**src/wakeup_params.svh**
```systemverilog
/*
 * Register indexes, field layout, reset values and bus answer codes of the
 * upper wakeup source configuration block.
 * Assumes it is included by bare name from any file that needs these constants.
 */
`ifndef WAKEUP_PARAMS_SVH
`define WAKEUP_PARAMS_SVH

`define WK_ADDR_W        8
`define WK_DATA_W        32
`define WK_REG_W         8
`define WK_PIN_N         8
`define WK_MOD_N         8
`define WK_FIELD_W       2
`define WK_IDX_W         6
`define WK_IDX_PIN_CFG_A 6'h02
`define WK_IDX_PIN_CFG_B 6'h03
`define WK_IDX_MOD_EN    6'h04
`define WK_IDX_PIN_FLAGS 6'h06
`define WK_IDX_MOD_STAT  6'h07
`define WK_IDX_IRQ_MASK  6'h10
`define WK_RST_PIN_CFG   8'h00
`define WK_RST_MOD_EN    8'h00
`define WK_RST_IRQ_MASK  8'h00
`define WK_RESP_OKAY     2'b00
`define WK_RESP_SLVERR   2'b10

`endif

```
**src/wakeup_pkg.sv**
```systemverilog
/*
 * Types shared by the upper wakeup source configuration block.
 * Assumes wakeup_params.svh is available on the include path.
 */
`default_nettype none

`include "wakeup_params.svh"

package wakeup_pkg;

    typedef enum logic [`WK_FIELD_W-1:0] {
        EDGE_OFF  = 2'b00,
        EDGE_RISE = 2'b01,
        EDGE_FALL = 2'b10,
        EDGE_ANY  = 2'b11
    } edge_cfg_e;

    typedef struct packed {
        logic sync1;
        logic sync2;
        logic prev;
        logic hit;
    } pin_det_s;

    typedef struct packed {
        logic                  awHave;
        logic [`WK_ADDR_W-1:0] awAddr;
        logic                  wHave;
        logic [`WK_REG_W-1:0]  wData;
        logic                  wLane;
        logic                  bValid;
        logic [1:0]            bResp;
        logic                  rValid;
        logic [`WK_REG_W-1:0]  rData;
        logic [1:0]            rResp;
        logic [`WK_REG_W-1:0]  pinCfgA;
        logic [`WK_REG_W-1:0]  pinCfgB;
        logic [`WK_REG_W-1:0]  modEn;
        logic [`WK_REG_W-1:0]  irqMask;
        logic                  wakeReq;
        logic                  irqFlow;
        logic                  rstFlow;
    } wk_state_s;

endpackage : wakeup_pkg

`default_nettype wire

```
**src/flag_bank_if.sv**
```systemverilog
/*
 * Carrier between the wakeup core and its sticky flag bank.
 * Assumes one owner drives set and clear masks on the bank's clock.
 */
`timescale 1ns/1ns
`default_nettype none

interface flag_bank_if #(parameter int W = 8);
    logic [W-1:0] setMask;
    logic [W-1:0] clrMask;
    logic [W-1:0] flags;
    modport bank  (input setMask, input clrMask, output flags);
    modport owner (output setMask, output clrMask, input flags);
endinterface : flag_bank_if

`default_nettype wire

```
**src/wake_pin_detect.sv**
```systemverilog
/*
 * One external wakeup pin: two-stage synchroniser and selectable edge detector.
 * Assumes the pin is asynchronous to clk and the edge selection is quasi-static.
 */
`timescale 1ns/1ns
`default_nettype none

module wake_pin_detect (
    input  wire logic                  clk,
    input  wire logic                  nrst,
    input  wire logic                  pinAsync,
    input  wire wakeup_pkg::edge_cfg_e cfg,
    output logic                       hit
);
    import wakeup_pkg::*;

    pin_det_s s_r;
    pin_det_s s_nxt;

    always_comb begin
        s_nxt       = s_r;
        s_nxt.sync1 = pinAsync;
        s_nxt.sync2 = s_r.sync1;
        s_nxt.prev  = s_r.sync2;
        case (cfg)
            EDGE_RISE: s_nxt.hit = s_r.sync2 & ~s_r.prev; // RL2
            EDGE_FALL: s_nxt.hit = ~s_r.sync2 & s_r.prev; // RL3
            EDGE_ANY:  s_nxt.hit = s_r.sync2 ^ s_r.prev; // RL4
            default:   s_nxt.hit = 1'b0; // RL1
        endcase
    end

    // A pin already high when reset is released reads as one rising edge.
    always_ff @(posedge clk or negedge nrst) begin
        if (!nrst) begin
            s_r <= '0;
        end else begin
            s_r <= s_nxt;
        end
    end

    assign hit = s_r.hit;

endmodule : wake_pin_detect

`default_nettype wire

```
**src/sticky_flag_bank.sv**
```systemverilog
/*
 * Bank of sticky flags, set by hardware and cleared by write-one.
 * Assumes the owner presents clear masks only for one cycle per write.
 */
`timescale 1ns/1ns
`default_nettype none

module sticky_flag_bank #(
    parameter int W = 8
) (
    input  wire logic   clk,
    input  wire logic   nrst,
    flag_bank_if.bank   fb
);
    typedef struct packed {
        logic [W-1:0] flags;
    } bank_s;

    bank_s s_r;
    bank_s s_nxt;

    // A set in the same cycle as its clear wins, so no event is lost.
    always_comb begin
        s_nxt       = s_r;
        s_nxt.flags = (s_r.flags & ~fb.clrMask) | fb.setMask; // RL13
    end

    always_ff @(posedge clk or negedge nrst) begin
        if (!nrst) begin
            s_r <= '0;
        end else begin
            s_r <= s_nxt;
        end
    end

    assign fb.flags = s_r.flags;

endmodule : sticky_flag_bank

`default_nettype wire

```
**src/wakeup_source_enable_upper.sv**
```systemverilog
/*
 * Upper wakeup source configuration: edge selection for wakeup pins 8 to 15,
 * enables for internal module flags 0 to 7, sticky pin flags with a masked
 * interrupt, and the wake request toward the power controller, behind an
 * AXI4-Lite slave.
 * Assumes nrst is asserted only by a chip reset that is not a very-low-leakage
 * wake; the mode inputs and module flags come from logic on clk.
 */
// Local design decision: the AXI4-Lite interface to the registers.
// Contract
// RL1: A pin field holding 00 keeps that pin out of wakeup entirely.
// RL2: A pin field holding 01 enables the pin and detects rising edges only.
// RL3: A pin field holding 10 enables the pin and detects falling edges only.
// RL4: A pin field holding 11 enables the pin and detects both edges.
// RL5: The first upper pin byte holds pins 11, 10, 9 and 8 in bits 7:6, 5:4, 3:2 and 1:0.
// RL6: The second upper pin byte holds pins 15, 14, 13 and 12 in bits 7:6, 5:4, 3:2 and 1:0.
// RL7: A module enable bit at one admits its module flag as a wakeup source, at zero ignores it.
// RL8: Module enable bit n serves internal module wakeup input n for n from 7 to 0.
// RL9: A chip reset that is not a very-low-leakage wake resets all three configuration registers.
// RL10: Other reset types, a wakeup reset among them, leave the configuration untouched.
// RL11: The two pin bytes and the module byte sit at indexes 2, 3 and 4.
// RL12: All module enable bits are read-write and reset to zero.
// RL13: A latched pin flag clears by writing one and survives disabling its pin.
// RL14: A wake starts an interrupt flow from low-leakage stop and a reset flow from very-low-leakage stop.
// RL15: Any enabled pin edge or enabled asserted module flag raises one wakeup request.
`timescale 1ns/1ns
`default_nettype none

`include "wakeup_params.svh"

module wakeup_source_enable_upper #(
    parameter int PIN_N = `WK_PIN_N,
    parameter int MOD_N = `WK_MOD_N
) (
    input  wire logic                  clk,
    input  wire logic                  nrst,
    input  wire logic                  s_axi_awvalid,
    output logic                       s_axi_awready,
    input  wire logic [`WK_ADDR_W-1:0] s_axi_awaddr,
    input  wire logic [2:0]            s_axi_awprot,
    input  wire logic                  s_axi_wvalid,
    output logic                       s_axi_wready,
    input  wire logic [`WK_DATA_W-1:0] s_axi_wdata,
    input  wire logic [3:0]            s_axi_wstrb,
    output logic                       s_axi_bvalid,
    input  wire logic                  s_axi_bready,
    output logic [1:0]                 s_axi_bresp,
    input  wire logic                  s_axi_arvalid,
    output logic                       s_axi_arready,
    input  wire logic [`WK_ADDR_W-1:0] s_axi_araddr,
    input  wire logic [2:0]            s_axi_arprot,
    output logic                       s_axi_rvalid,
    input  wire logic                  s_axi_rready,
    output logic [`WK_DATA_W-1:0]      s_axi_rdata,
    output logic [1:0]                 s_axi_rresp,
    input  wire logic [PIN_N-1:0]      wakePins,
    input  wire logic [MOD_N-1:0]      moduleWakeFlags,
    input  wire logic                  lowLeakStop,
    input  wire logic                  veryLowLeakStop,
    output logic                       wakeRequest,
    output logic                       wakeIrqFlow,
    output logic                       wakeResetFlow,
    output logic                       irq
);
    import wakeup_pkg::*;

    wk_state_s             s_r;
    wk_state_s             s_nxt;
    logic [PIN_N-1:0]      pinHit;
    logic [2*PIN_N-1:0]    pinCfgAll;
    logic [MOD_N-1:0]      modActive;
    logic                  anyWake;
    logic                  wrCommit;
    logic [`WK_IDX_W-1:0]  wrIdx;
    logic [`WK_IDX_W-1:0]  rdIdx;

    flag_bank_if #(.W(PIN_N)) pinFlags ();

    // Pin 8 lands in the low pair of the first byte, pin 15 in the top pair of the second.
    assign pinCfgAll = {s_r.pinCfgB, s_r.pinCfgA}; // RL5 RL6

    for (genvar i = 0; i < PIN_N; i++) begin : g_pin
        wake_pin_detect u_det (
            .clk      (clk),
            .nrst     (nrst),
            .pinAsync (wakePins[i]),
            .cfg      (edge_cfg_e'(pinCfgAll[`WK_FIELD_W*i +: `WK_FIELD_W])),
            .hit      (pinHit[i])
        );
    end

    sticky_flag_bank #(.W(PIN_N)) u_flags (
        .clk  (clk),
        .nrst (nrst),
        .fb   (pinFlags)
    );

    assign modActive = moduleWakeFlags & s_r.modEn; // RL7 RL8
    assign anyWake   = (|pinHit) | (|modActive); // RL15
    assign wrCommit  = s_r.awHave & s_r.wHave & ~s_r.bValid;
    assign wrIdx     = s_r.awAddr[`WK_ADDR_W-1:2];
    assign rdIdx     = s_axi_araddr[`WK_ADDR_W-1:2];

    // The flag is cleared only by software or by nrst, never by changing its pin field.
    assign pinFlags.setMask = pinHit; // RL13
    assign pinFlags.clrMask = (wrCommit && s_r.wLane && wrIdx == `WK_IDX_PIN_FLAGS)
                              ? s_r.wData : '0; // RL13

    always_comb begin
        s_nxt = s_r;
        if (s_axi_awvalid && !s_r.awHave) begin
            s_nxt.awHave = 1'b1;
            s_nxt.awAddr = s_axi_awaddr;
        end
        if (s_axi_wvalid && !s_r.wHave) begin
            s_nxt.wHave = 1'b1;
            s_nxt.wData = s_axi_wdata[`WK_REG_W-1:0];
            s_nxt.wLane = s_axi_wstrb[0];
        end
        if (s_r.bValid && s_axi_bready) begin
            s_nxt.bValid = 1'b0;
        end
        // Only byte lane 0 carries register data; other lanes are accepted and dropped.
        if (wrCommit) begin
            s_nxt.awHave = 1'b0;
            s_nxt.wHave  = 1'b0;
            s_nxt.bValid = 1'b1;
            s_nxt.bResp  = `WK_RESP_OKAY;
            case (wrIdx)
                `WK_IDX_PIN_CFG_A: if (s_r.wLane) s_nxt.pinCfgA = s_r.wData; // RL11
                `WK_IDX_PIN_CFG_B: if (s_r.wLane) s_nxt.pinCfgB = s_r.wData; // RL11
                `WK_IDX_MOD_EN:    if (s_r.wLane) s_nxt.modEn   = s_r.wData; // RL11 RL12
                `WK_IDX_IRQ_MASK:  if (s_r.wLane) s_nxt.irqMask = s_r.wData;
                `WK_IDX_PIN_FLAGS: s_nxt.bResp = `WK_RESP_OKAY;
                `WK_IDX_MOD_STAT:  s_nxt.bResp = `WK_RESP_OKAY;
                default:           s_nxt.bResp = `WK_RESP_SLVERR;
            endcase
        end
        if (s_r.rValid && s_axi_rready) begin
            s_nxt.rValid = 1'b0;
        end
        if (s_axi_arvalid && !s_r.rValid) begin
            s_nxt.rValid = 1'b1;
            s_nxt.rResp  = `WK_RESP_OKAY;
            case (rdIdx)
                `WK_IDX_PIN_CFG_A: s_nxt.rData = s_r.pinCfgA; // RL11
                `WK_IDX_PIN_CFG_B: s_nxt.rData = s_r.pinCfgB; // RL11
                `WK_IDX_MOD_EN:    s_nxt.rData = s_r.modEn; // RL12
                `WK_IDX_PIN_FLAGS: s_nxt.rData = pinFlags.flags;
                `WK_IDX_MOD_STAT:  s_nxt.rData = modActive;
                `WK_IDX_IRQ_MASK:  s_nxt.rData = s_r.irqMask;
                default: begin
                    s_nxt.rData = '0;
                    s_nxt.rResp = `WK_RESP_SLVERR;
                end
            endcase
        end
        // Very-low-leakage stop takes precedence should both mode levels be high.
        s_nxt.wakeReq = anyWake; // RL15
        s_nxt.rstFlow = anyWake & veryLowLeakStop; // RL14
        s_nxt.irqFlow = anyWake & lowLeakStop & ~veryLowLeakStop; // RL14
    end

    // Only chip reset reaches nrst; wakeup and other resets are kept off it.
    always_ff @(posedge clk or negedge nrst) begin
        if (!nrst) begin
            s_r         <= '0;
            s_r.pinCfgA <= `WK_RST_PIN_CFG; // RL9
            s_r.pinCfgB <= `WK_RST_PIN_CFG; // RL9
            s_r.modEn   <= `WK_RST_MOD_EN; // RL9 RL12
            s_r.irqMask <= `WK_RST_IRQ_MASK;
        end else begin
            s_r <= s_nxt; // RL10
        end
    end

    assign s_axi_awready = ~s_r.awHave;
    assign s_axi_wready  = ~s_r.wHave;
    assign s_axi_bvalid  = s_r.bValid;
    assign s_axi_bresp   = s_r.bResp;
    assign s_axi_arready = ~s_r.rValid;
    assign s_axi_rvalid  = s_r.rValid;
    assign s_axi_rdata   = {{(`WK_DATA_W-`WK_REG_W){1'b0}}, s_r.rData};
    assign s_axi_rresp   = s_r.rResp;
    assign wakeRequest   = s_r.wakeReq;
    assign wakeIrqFlow   = s_r.irqFlow;
    assign wakeResetFlow = s_r.rstFlow;
    assign irq           = |(pinFlags.flags & s_r.irqMask);

endmodule : wakeup_source_enable_upper

`default_nettype wire

```
**config.mk**
```make
export PLATFORM = sky130hd
export DESIGN_NAME = wakeup_source_enable_upper
export DESIGN_NICKNAME = d
export VERILOG_FILES = /design/src/wakeup_pkg.sv /design/src/flag_bank_if.sv /design/src/wake_pin_detect.sv /design/src/sticky_flag_bank.sv /design/src/wakeup_source_enable_upper.sv
export VERILOG_INCLUDE_DIRS = /design/src
export SDC_FILE = /design/constraint.sdc
export NUM_CORES = 1
export LEC_CHECK = 0
export ABC_AREA = 1
export BUFFER_PORTS_ARGS = -buffer_cell sky130_fd_sc_hd__buf_2
export CAP_MARGIN = 20
export CORE_UTILIZATION = 48
export DETAILED_ROUTE_END_ITERATION = 10
export PLACE_DENSITY = 0.83
export SLEW_MARGIN = 10
export SYNTH_ARGS = -nofsm -noshare
export SYNTH_HDL_FRONTEND = slang
export SYNTH_SLANG_ARGS = --single-unit
export TNS_END_PERCENT = 30
```
**constraint.sdc**
```tcl
create_clock -name clk -period 1.2 [get_ports clk]
set_clock_uncertainty 0.05 [all_clocks]
set_input_delay 0.18 -clock clk [delete_from_list [all_inputs] [get_ports clk]]
set_output_delay 0.18 -clock clk [all_outputs]
set_load 0.01 [all_outputs]
```
Word-level counts from Yosys, hierarchy flattened:

Cells that the tools add are included.

* bits in registers: 108
* bits of input ports: 83
* output and inout bits: 45
* word-level logic and storage cells: 185

* equal/unequal tests: 36
* muxes and demuxes: 20
* bitwise logic cells: 56
* reductions and logical operators: 23

Operator list (number)
* $pmux W8 S6: 1
* $eq A6 B3 Y1 const B: 6
* $eq A2 B2 Y1 const B: 16
* $and A8 B8 Y8: 3
* $eq A6 B2 Y1 const B: 4
* $pmux W1 S3: 8
* $reduce_or A8 Y1: 3
* $and A1 B1 Y1: 21
* $not A1 Y1: 21
* $eq A2 B1 Y1 const B: 8
* $eq A6 B5 Y1 const B: 2
* $reduce_and A3 Y1: 4
* $reduce_or A6 Y1: 2
* $mux W11: 1
* $mux W10: 1
* $mux W9: 1
* $mux W8: 1
* $not A8 Y8: 1
* $or A8 B8 Y8: 1
* $reduce_bool A2 Y1: 4
* $xor A1 B1 Y1: 8
* $logic_and A1 B1 Y1: 7
* $mux W1: 4
* $mux W2: 2
* 3 further kinds: 5

Longest topological paths before layout:

Gate-level depths: netlist (run 1).

* depth after elaboration: 8
* mapped depth: 7

By module:

Synthesis (run 1) repeated with hierarchy kept, for this count alone.

* cell total of the unflattened synthesis: 606
* area, all modules: 5124.9 sq um

Modules (own cells, without submodules)
* wakeup_source_enable_upper: times used 1, cells each 446, area an instance 3493.4 sq um
* wake_pin_detect: times used 8, cells each 15, area an instance 163.9 sq um
* sticky_flag_bank: times used 1, cells each 40, area an instance 320.3 sq um

Worst setup path before layout (run 1):

Ideal clock, no wire load.

* path type: reg-to-reg
* start point: reg s_r, in the netlist s_axi_bvalid
* end point: reg s_r, in the netlist pinCfgAll[14]
* arrival: 1217 ps
* setup slack: -192 ps
* cell stages (with the launch flop): 8
* buffers on the path: 1
* clock period less this slack: 1392 ps
* path through: dfrtp_1 -> inv_1 -> nand3_2 -> nor2_4 -> nand3_2 -> buf_6 -> nand2_1 -> o21ai_1

* cells in the longest elaborated chain, start to end: 3

RTL lines
* start: declaration: line wakeup_source_enable_upper.sv:67 `wk_state_s s_r;`
* start signal: assignment: line wakeup_source_enable_upper.sv:173 `s_r <= s_nxt;`
* $not A1 Y1: line wakeup_source_enable_upper.sv:100 `assign wrCommit = s_r.awHave & s_r.wHave & ~s_r.bValid;`
* $and A1 B1 Y1: line wakeup_source_enable_upper.sv:100
* $reduce_and A3 Y1 (no source line)

No other way between the ends.
A chain may end at the register's enable or synchronous reset.

Final worst setup path (run 1):

* start point: reg u_flags.s_r, in the netlist u_flags.fb.flags[6]
* end point: out irq

* cells in the longest elaborated chain, start to end: 2

RTL lines
* start: declaration: line sticky_flag_bank.sv:19 `bank_s s_r;`
* start signal: assignment: line sticky_flag_bank.sv:32 `s_r <= s_nxt;`
* $and A8 B8 Y8: line wakeup_source_enable_upper.sv:188 `assign irq = |(pinFlags.flags & s_r.irqMask);`
* $reduce_or A8 Y1: line wakeup_source_enable_upper.sv:188
* end: declaration: line wakeup_source_enable_upper.sv:63 `output logic irq`

No other way between the ends.

==> impl_metrics.py, run 1 <==
metrics = {
    "sta": {
        "fmax_mhz": 615,
        "fin_hold_ws_ns": 0.00748,
        "finalCritPeriodShare_pct": 136,
        "fin_ws_ns": -0.427,
        "rsz0062_at_grt": "true",
        "final_max_slew_viol_count": 0,
        "setup_viol": 46,
        "hold_viol": 0,
        "period_minus_slack_ns": 1.63,
        "setup_tns_ns": -8.67,
    },
    "critical_path": {
        "cp_slowest_cell": "dfrtp_1",
        "worstPathCellList": "nand2_1, nand2_1, a221oi_2, nand2_1, buf_2",
        "crit_top_cell": "nand2_1",
        "crit_required_ns": 0.97,
        "r2r_start": "s_axi_bvalid",
        "crit_path_start_kind": "flip-flop",
        "worst-path-buf-inv": 1,
        "cp-end-kind": "output port",
        "crit_arrival_ns": 1.40,
        "cp_top_family": "flip-flops",
        "slowest_delay_ns": 0.40,
        "critical_path.startpoint": "u_flags.fb.flags[6]",
        "critPathKind": "reg -> out",
        "critical_path.max_fanout": 2,
    },
    "synthesis": {
        "yosys.area_share.simple_pct": 22.3,
        "synth_warnings": 0,
        "ys_seq_area_share_pct": 51.4,
        "synth_top_family_by_area": "simple AND/OR/NAND/NOR gates",
        "synthMuxAreaShare_pct": 0.445,
        "synth_xor_area_share_pct": 0,
        "ys_seq_elements": 104,
        "synth-compound-area-share_pct": 9.63,
        "synthDistinctLibCells": 30,
        "synth_fa_ha_area_share_pct": 3.95,
        "syn_avg_cell_area_um2": 9.10,
        "syn-instance-count": 557,
        "synth_area_um2": 5070,
    },
    "global_route": {
        "antenna_found_initial": 0,
        "grt_max_degree": 35,
        "overflow": 0,
        "grt_first_pass_wirelength_um": 19700,
        "grt_pass1_vias": 4269,
        "track_usage_pct": 22.9,
    },
    "route": {
        "wl_per_cell_um": 14.9,
        "drt_iter0_drc": 261,
        "wirelength_um": 12500,
        "routed-wl-met2_um": 6440,
        "met1_length_um": 5090,
        "route.vias.total": 4306,
        "met3_length_um": 701,
        "final_antenna_net_count": 0,
        "viasPerCell": 5.13,
        "top_layer": "met4",
        "dr.pass1.iters": 5,
        "drcViolationCount": 0,
    },
    "power": {
        "peakVddDrop_v": 0.00142,
        "p_leak_nw": 3.49,
        "p_total_mw": 12.4,
        "powerDensity_nw_per_um2": 1860,
    },
    "floorplanning": {
        "die_w_um": 105,
        "pin_count": 128,
        "die_area_um2": 11000,
        "placeableCoreArea_um2": 10300,
        "num_rows": 37,
        "die_h_um": 105,
        "initial_core_util_pct": 49.3,
    },
    "outcome": {
        "status": "finished with violations",
        "violations": "setup timing",
    },
    "placed_design": {
        "dp.cells": 795,
        "gp_congestion": 0.896,
        "place_hpwl_um": 8190,
        "io_buffers": 64,
    },
    "clock_tree": {
        "h-tree-depth": 3,
        "cts_buffers": 9,
        "clk_pin_slew_ns": 0.09,
        "clock_latency_ns": 0.38,
        "tritoncts": "built",
        "cts_sinks": 104,
        "clockBufferDepth": 2,
        "root_buffer": "clkbuf_8",
    },
    "job": {
        "max-cap-violations": 0,
    },
    "min_path": {
        "hold_class": "in -> reg",
        "min-delay-start": "s_axi_wdata[1]",
    },
    "cells_and_area": {
        "final_cells": 839,
        "drive_gt1_share_pct": 32.0,
        "areaGrowthSynthToFinish_pct": 31.7,
        "fin_nets": 798,
        "diodes": 0,
    },
}
## worst paths after layout
check | to | slack, ns | depth (start not counted)
max | irq | -0.43 | 5
min | s_r[51] | 0.007 | 3
max reg2reg | u_flags.fb.flags[1] | -0.30 | 7
min reg2reg | g_pin[3].u_det.s_nxt[1] | 0.31 | 0
max in group asynchronous | s_axi_bresp[1] | 0.40 | 3
min in group asynchronous | g_pin[2].u_det.s_nxt[2] | 0.20 | 2
## layer usage
| metal | vias to the layer above | track usage, % |
|---|---|---|
| li1 | 2052 | - |
| met1 | 2048 | 28.0 |
| met2 | 175 | 39.8 |
| met3 | 31 | 4.62 |
| met4 | 0 | 8.95 |
| met5 | - | 0 |
## state kept, by name, summed over array words and instances (netlist names)
| name | count |
|---|---|
| s_r | 33 |
| g_pin.u_det.s_nxt | 16 |
| pinCfgAll | 16 |
| g_pin.u_det.hit | 8 |
| g_pin.u_det.s_r | 8 |
| s_axi_rdata | 8 |
| u_flags.fb.flags | 8 |
| s_axi_bresp | 1 |
| s_axi_bvalid | 1 |
| s_axi_rresp | 1 |
| s_axi_rvalid | 1 |
| wakeIrqFlow | 1 |
| wakeRequest | 1 |
| wakeResetFlow | 1 |
## power by group
part | switching [mW] | internal (mW)
sequential | 0.629 | 4.38
clock | 1.20 | 1.65
combinational | 2.58 | 1.99
## metrics by stage
step,area (um2),worst slack (ns),util (%)
finish,6670,-0.427,64.9
global route,6670,-0.467,64.9
CTS,6520,-0.429,63.4
detailed placement,5920,-0.253,57.6
global placement,5920,-0.174,57.6
floorplan,5200,-0.156,-
## Yosys cell counts
cell type / number / share of area [%]
a21oi_1: 35 / 3.5
a21oi_2: 2 / 0.35
a221oi_1: 2 / 0.35
buf_2: 9 / 0.89
buf_4: 36 / 5.3
buf_6: 4 / 0.89
clkbuf_1: 1 / 0.074
clkinv_1: 1 / 0.074
conb_1: 1 / 0.074
dfrtp_1: 104 / 51
ha_1: 16 / 4.0
inv_1: 67 / 5.0
mux2_2: 2 / 0.44
nand2_1: 91 / 6.7
nand2_2: 2 / 0.25
nand3_1: 29 / 2.9
nand3_2: 3 / 0.59
nand3_4: 1 / 0.35
nand3b_1: 1 / 0.15
nand4_1: 35 / 4.3
nand4_2: 1 / 0.25
nand4_4: 1 / 0.42
nor2_1: 51 / 3.8
nor2_2: 5 / 0.62
nor2_4: 7 / 1.6
nor3_1: 1 / 0.099
nor3_4: 1 / 0.32
o21ai_0: 16 / 1.6
o21ai_1: 22 / 2.2
o21ai_2: 10 / 1.7
## cell type report
class / count / area (um2)
Sequential cell: 104 / 2600
Clock buffer: 10 / 138
Multi-Input combinational cell: 363 / 2160
Fill cell: 783 / 3600
Tap cell: 136 / 170
Timing Repair Buffer: 153 / 1220
Clock inverter: 5 / 129
Inverter: 68 / 255
## cell usage in the layout (no fill, tap or decap), types with 16 or more instances in the layout
cell type / synthesis / layout
dfrtp_1: 104 / 104
nand2_1: 91 / 79
inv_1: 67 / 61
buf_2: 9 / 61
buf_4: 36 / 56
nor2_1: 51 / 49
nand4_1: 35 / 35
a21oi_1: 35 / 32
nand3_1: 29 / 28
conb_1: 1 / 26
o21ai_2: 10 / 21
dlygate4sd3_1: 0 / 19
ha_1: 16 / 16
## what timing repair did
item	4_1_cts	5_1_grt
pin swaps	7	14
setup buffers	2	5
gates cloned	2	1
hold buffers	19	0
gates resized for setup	22	31
endpoints found under the setup margin	50	61
endpoints found under the hold margin	109	0
## cells by family after synthesis
logic type | Yosys count
AOI/OAI and AO/OA | 87
adders and majority gates | 16
other | 1
and+or+nand+nor | 229
buffers and inverters | 118
DFF | 104
muxes | 2
## worst reg2reg max path, cell delays in order, from the launching register on
cell     delay [ns]
dfrtp_1        0.41
inv_2          0.09
nand3_4        0.08
nor2_4         0.11
buf_12         0.14
nand4_4        0.20
o21ai_1        0.24
nand2_1        0.08
Power figures use the tool's default switching activity.
==> inputs of run 2 (changes only) <==
- HOLD_SLACK_MARGIN: not set -> 0.15
- PLACE_DENSITY: 0.83 -> not set
- PLACE_DENSITY_LB_ADDON: not set -> 0.2
==> impl_metrics.py, run 2 (synthesis results as in run 1) <==
metrics = {
    "cells_and_area": {
        "layout_common_cells": "102 x dfrtp_1, 78 x nand2_1, 61 x buf_2",
        "drive_gt1_share_pct": 32.1,
        "areaGrowthSynthToFinish_pct": 32.6,
        "fin_nets": 805,
        "final_common_cell": "dfrtp_1",
        "final_cells": 847,
        "final_cell_area_um2": 6720,
        "largest_reg_flops": 33,
        "diodes": 0,
        "largest-register": "s_r",
        "postLayoutCoreUtil_pct": 65.4,
    },
    "sta": {
        "final_max_slew_viol_count": 0,
        "fin_hold_ws_ns": 0.170,
        "setup_viol": 45,
        "finalCritPeriodShare_pct": 135,
        "hold_viol": 0,
        "setup_tns_ns": -7.77,
        "period_minus_slack_ns": 1.62,
        "fin_ws_ns": -0.416,
        "fmax_mhz": 619,
        "rsz0062_at_grt": "true",
    },
    "route": {
        "route.vias.total": 4301,
        "final_antenna_net_count": 0,
        "viasPerCell": 5.08,
        "wl_per_cell_um": 14.8,
        "drt_iter0_drc": 195,
        "drcViolationCount": 0,
        "dr.pass1.iters": 6,
        "wirelength_um": 12500,
    },
    "global_route": {
        "antenna_found_initial": 0,
        "grt_use_met3_pct": 2.81,
        "grt_first_pass_wirelength_um": 20100,
        "grt_pass1_vias": 4205,
        "busiest_layer": "met2",
        "overflow": 0,
        "grt_max_degree": 42,
        "use_met1_pct": 30.9,
        "track_usage_pct": 23.2,
        "grtUsageMet2_pct": 39.5,
    },
    "placed_design": {
        "dp.cells": 787,
        "gp_congestion": 0.876,
        "dp_slack_ns": -0.257,
        "placed_area_um2": 5840,
        "io_buffers": 64,
        "place_hpwl_um": 8180,
    },
    "clock_tree": {
        "clk_pin_slew_ns": 0.10,
        "root_buffer": "clkbuf_8",
        "h-tree-depth": 3,
        "cts_buffers": 9,
        "clock_latency_ns": 0.37,
        "tritoncts": "built",
        "cts_sinks": 104,
        "clockBufferDepth": 2,
    },
    "critical_path": {
        "crit_arrival_ns": 1.39,
        "crit_path_start_kind": "flip-flop",
        "critPathKind": "reg -> out",
        "critical_path.max_fanout": 2,
        "crit_required_ns": 0.97,
        "cp-end-kind": "output port",
    },
    "floorplanning": {
        "die_area_um2": 11000,
        "placeableCoreArea_um2": 10300,
        "die_h_um": 105,
        "initial_core_util_pct": 49.3,
        "num_rows": 37,
        "die_w_um": 105,
        "pin_count": 128,
    },
    "job": {
        "max-cap-violations": 0,
    },
    "power": {
        "powerDensity_nw_per_um2": 1780,
        "peakVddDrop_v": 0.00128,
        "p_leak_nw": 3.49,
        "p_total_mw": 11.9,
    },
    "min_path": {
        "hold_class": "in -> reg",
    },
    "outcome": {
        "status": "finished with violations",
        "violations": "setup timing",
    },
}
run 2: cell count changes in the layout (fill, tap and decap cells not counted), sizes merged:
cell / delta
buf: -6
bufinv: -3
clkbuf: +1
clkinvlp: +2
dlygate4sd3: +11
dlymetal6s4s: +1
inv: +2
run 2: layout make-up:
class	instances	area (um2)
Fill cell	890	3560
Sequential cell	104	2610
Multi-Input combinational cell	363	2200
Timing Repair Buffer	160	1290
Inverter	68	255
Tap cell	136	170
Clock buffer	10	128
Clock inverter	6	67.6
run 2: repair_timing:
action	in CTS	in global routing
hold buffers	31	0
endpoints found under the setup margin	47	69
gates cloned	2	2
pin swaps	7	19
setup buffers	4	5
endpoints found under the hold margin	132	0
resized for setup	22	46
run 2: critical path, cell delays in order, from the launching register on:
cell	delay (ns)
dfrtp_1	0.40
nand2_1	0.07
nand2_1	0.05
a221oi_2	0.23
nand2_1	0.11
buf_2	0.16
run 2: worst paths after layout:
kind	startpoint	endpoint	slack, ns	depth (start not counted)
max reg2reg	s_axi_bvalid	s_r[13]	-0.23	6
max in group asynchronous	nrst	s_r[18]	0.42	3
min reg2reg	g_pin[5].u_det.s_nxt[2]	g_pin[5].u_det.s_nxt[1]	0.31	0
min in group asynchronous	nrst	s_axi_rvalid	0.29	3
max	u_flags.fb.flags[6]	irq	-0.42	5
min	s_axi_wvalid	s_r[58]	0.17	4
run 2: power breakdown:
group / leakage [nW] / internal [mW] / switching, mW
clock network: 0.0933 / 0.979 / 1.27
registers: 1.30 / 4.38 / 0.655
logic: 2.09 / 2.07 / 2.57
run 2: metal layers:
metal	vias up	share of wire, %	wire (um)
met1	2069	44	5510
li1	2066	-	-
met3	24	4.4	553
met4	0	2.1	258
met5	-	0	0
met2	142	49	6180
==> inputs of run 3 (changes only) <==
- ABC_AREA: 1 -> not set
==> impl_metrics.py, run 3 <==
metrics = {
    "route": {
        "route.vias.total": 3506,
        "dr.pass1.iters": 4,
        "drt_iter0_drc": 126,
        "viasPerCell": 4.97,
        "final_antenna_net_count": 0,
        "wirelength_um": 10700,
        "drcViolationCount": 0,
        "wl_per_cell_um": 15.2,
    },
    "synthesis": {
        "ys_seq_elements": 104,
        "ys_top_cells_by_area": "dfrtp_1 53%, mux2_2 8.5%, buf_4 5.5%",
        "synth_top_area_share_pct": 53.1,
        "ys_seq_area_share_pct": 53.1,
        "syn_avg_cell_area_um2": 11.5,
        "synthTopCellsByCount": "104 x dfrtp_1, 37 x mux2_2, 36 x buf_4",
        "synth_most_common_cell": "dfrtp_1",
        "synthDistinctLibCells": 41,
        "synth_warnings": 0,
        "yosysTopAreaCell": "dfrtp_1",
        "synth_area_um2": 4900,
        "synth_ff_type": "dfrtp_1",
        "async_reset_ff_share_pct": 100,
        "synth_edf_count": 0,
        "syn-instance-count": 426,
    },
    "global_route": {
        "grt_pass1_vias": 3520,
        "grtUsageMet2_pct": 38.1,
        "use_met1_pct": 27.6,
        "overflow": 0,
        "grt_max_degree": 37,
        "grt_use_met3_pct": 3.59,
        "antenna_found_initial": 0,
        "grt_first_pass_wirelength_um": 17200,
        "busiest_layer": "met2",
        "track_usage_pct": 22.0,
    },
    "cells_and_area": {
        "postLayoutCoreUtil_pct": 65.6,
        "areaGrowthSynthToFinish_pct": 31.5,
        "fin_nets": 666,
        "diodes": 0,
        "final_common_cell": "dfrtp_1",
        "drive_gt1_share_pct": 39.5,
        "nFillCells": 767,
        "multi_input_area_um2": 2160,
        "final_cell_area_um2": 6440,
        "final_cells": 705,
        "largest_reg_flops": 33,
        "register_area_um2": 2600,
        "layout_common_cells": "103 x dfrtp_1, 61 x buf_2, 51 x buf_4",
        "largest-register": "s_r",
    },
    "floorplanning": {
        "die_w_um": 103,
        "placeableCoreArea_um2": 9820,
        "die_h_um": 103,
        "initial_core_util_pct": 49.9,
        "die_area_um2": 10600,
        "pin_count": 128,
        "num_rows": 36,
    },
    "placed_design": {
        "placed_area_um2": 5680,
        "place_hpwl_um": 7600,
        "gp_congestion": 0.852,
        "dp.cells": 657,
        "io_buffers": 64,
    },
    "critical_path": {
        "worstPathCellList": "and3b_2, buf_6, and4_4, nand2_8, mux2_4",
        "crit_required_ns": 1.41,
        "crit_arrival_ns": 1.86,
        "worst-path-buf-inv": 1,
        "critical_path_depth": 5,
        "cp-end-kind": "flip-flop",
        "slowest_delay_ns": 0.39,
        "critical_path.max_fanout": 8,
        "crit_path_start_kind": "flip-flop",
        "critPathKind": "reg -> reg",
        "reg2reg_depth": 5,
        "cp_slowest_cell": "dfrtp_1",
        "cp_top_family": "simple AND/OR/NAND/NOR gates",
    },
    "sta": {
        "final_max_slew_viol_count": 0,
        "period_minus_slack_ns": 1.66,
        "worst_pin_slew_ns": 0.526,
        "fmax_mhz": 604,
        "hold_viol": 0,
        "relSlewSlack_pct": 64.8,
        "setup_viol": 63,
        "finalCritPeriodShare_pct": 138,
        "fin_ws_ns": -0.457,
        "rsz0062_at_grt": "true",
    },
    "min_path": {
        "hold_class": "in -> async",
    },
    "power": {
        "peakVddDrop_v": 0.00133,
        "p_total_mw": 11.9,
        "power_switching_mw": 4.04,
        "power.share.combinational_pct": 34.9,
        "p_leak_nw": 3.21,
        "powerDensity_nw_per_um2": 1840,
        "p_int_mw": 7.82,
        "clock_power_share_pct": 17.1,
        "switching_share_pct": 34.1,
        "seqPwrFrac_pct": 48.0,
    },
    "clock_tree": {
        "clk_pin_slew_ns": 0.10,
        "cts_buffers": 9,
        "cts_sinks": 104,
        "clock_latency_ns": 0.37,
        "root_buffer": "clkbuf_8",
        "tritoncts": "built",
        "h-tree-depth": 3,
        "clockBufferDepth": 2,
    },
    "outcome": {
        "status": "finished with violations",
        "violations": "setup timing",
    },
    "job": {
        "max-cap-violations": 0,
    },
}
## run 3: power groups by stage
stage	registers, mW	clock network (mW)	logic, mW
floorplan	5.32	0	2.11
global placement	5.59	0	3.46
detailed placement	5.62	0	3.55
CTS	5.58	2.09	3.96
global route	5.85	2.23	4.52
finish	5.69	2.03	4.14
## run 3: worst paths after layout
check,startpoint,end,slack (ns)
max,s_axi_bvalid,s_r[16],-0.46
min,nrst,s_axi_rvalid,0.20
max reg2reg,s_axi_bvalid,s_r[16],-0.46
min in group clk,s_axi_araddr[5],s_axi_rresp[1],0.20
max in group asynchronous,nrst,pinCfgAll[0],0.41
min reg2reg,g_pin[2].u_det.s_nxt[2],g_pin[2].u_det.s_nxt[1],0.31
## run 3: area by class of cell
class	count	area share, %
well taps	133	2.58
clock inverters	7	0.854
multi-input cells	263	33.5
flip-flops and latches	104	40.4
clock buffers	9	1.92
repair buffers	157	18.9
inverters	32	1.86
## run 3: cell families (layout without fill, tap and decap cells)
logic type,Yosys count,after routing,share of synthesized area (%)
AOI/OAI and AO/OA,60,60,7.92
adders and majority gates,16,16,4.09
buffers and inverters,84,205,9.63
DFF,104,104,53.1
muxes,62,62,14.4
other,1,26,0.0765
and+or+nand+nor,99,99,10.8
## run 3: through the flow
step                      hold slack, ns  setup WS [ns]  setup TNS, ns
after floorplan                   -0.166         -0.523         -18.41
after global placement            0.0607         -0.483         -20.71
after detailed placement          0.0548         -0.541         -23.65
after CTS                          0.181         -0.462         -18.89
after global routing               0.195         -0.515         -22.61
final                              0.196         -0.457         -18.68
## run 3: layer usage
metal  up-vias  wire length (um)
li1       1687                 -
met1      1690              4830
met2       110              5290
met3        19               416
met4         0               206
met5         -                 0
## run 3: what timing repair did
action	CTS	global route
buffers inserted	4	0
pin swaps	17	16
resized for setup	31	39
endpoints found under the hold margin	133	0
hold buffers	30	0
setup endpoints to repair	72	77
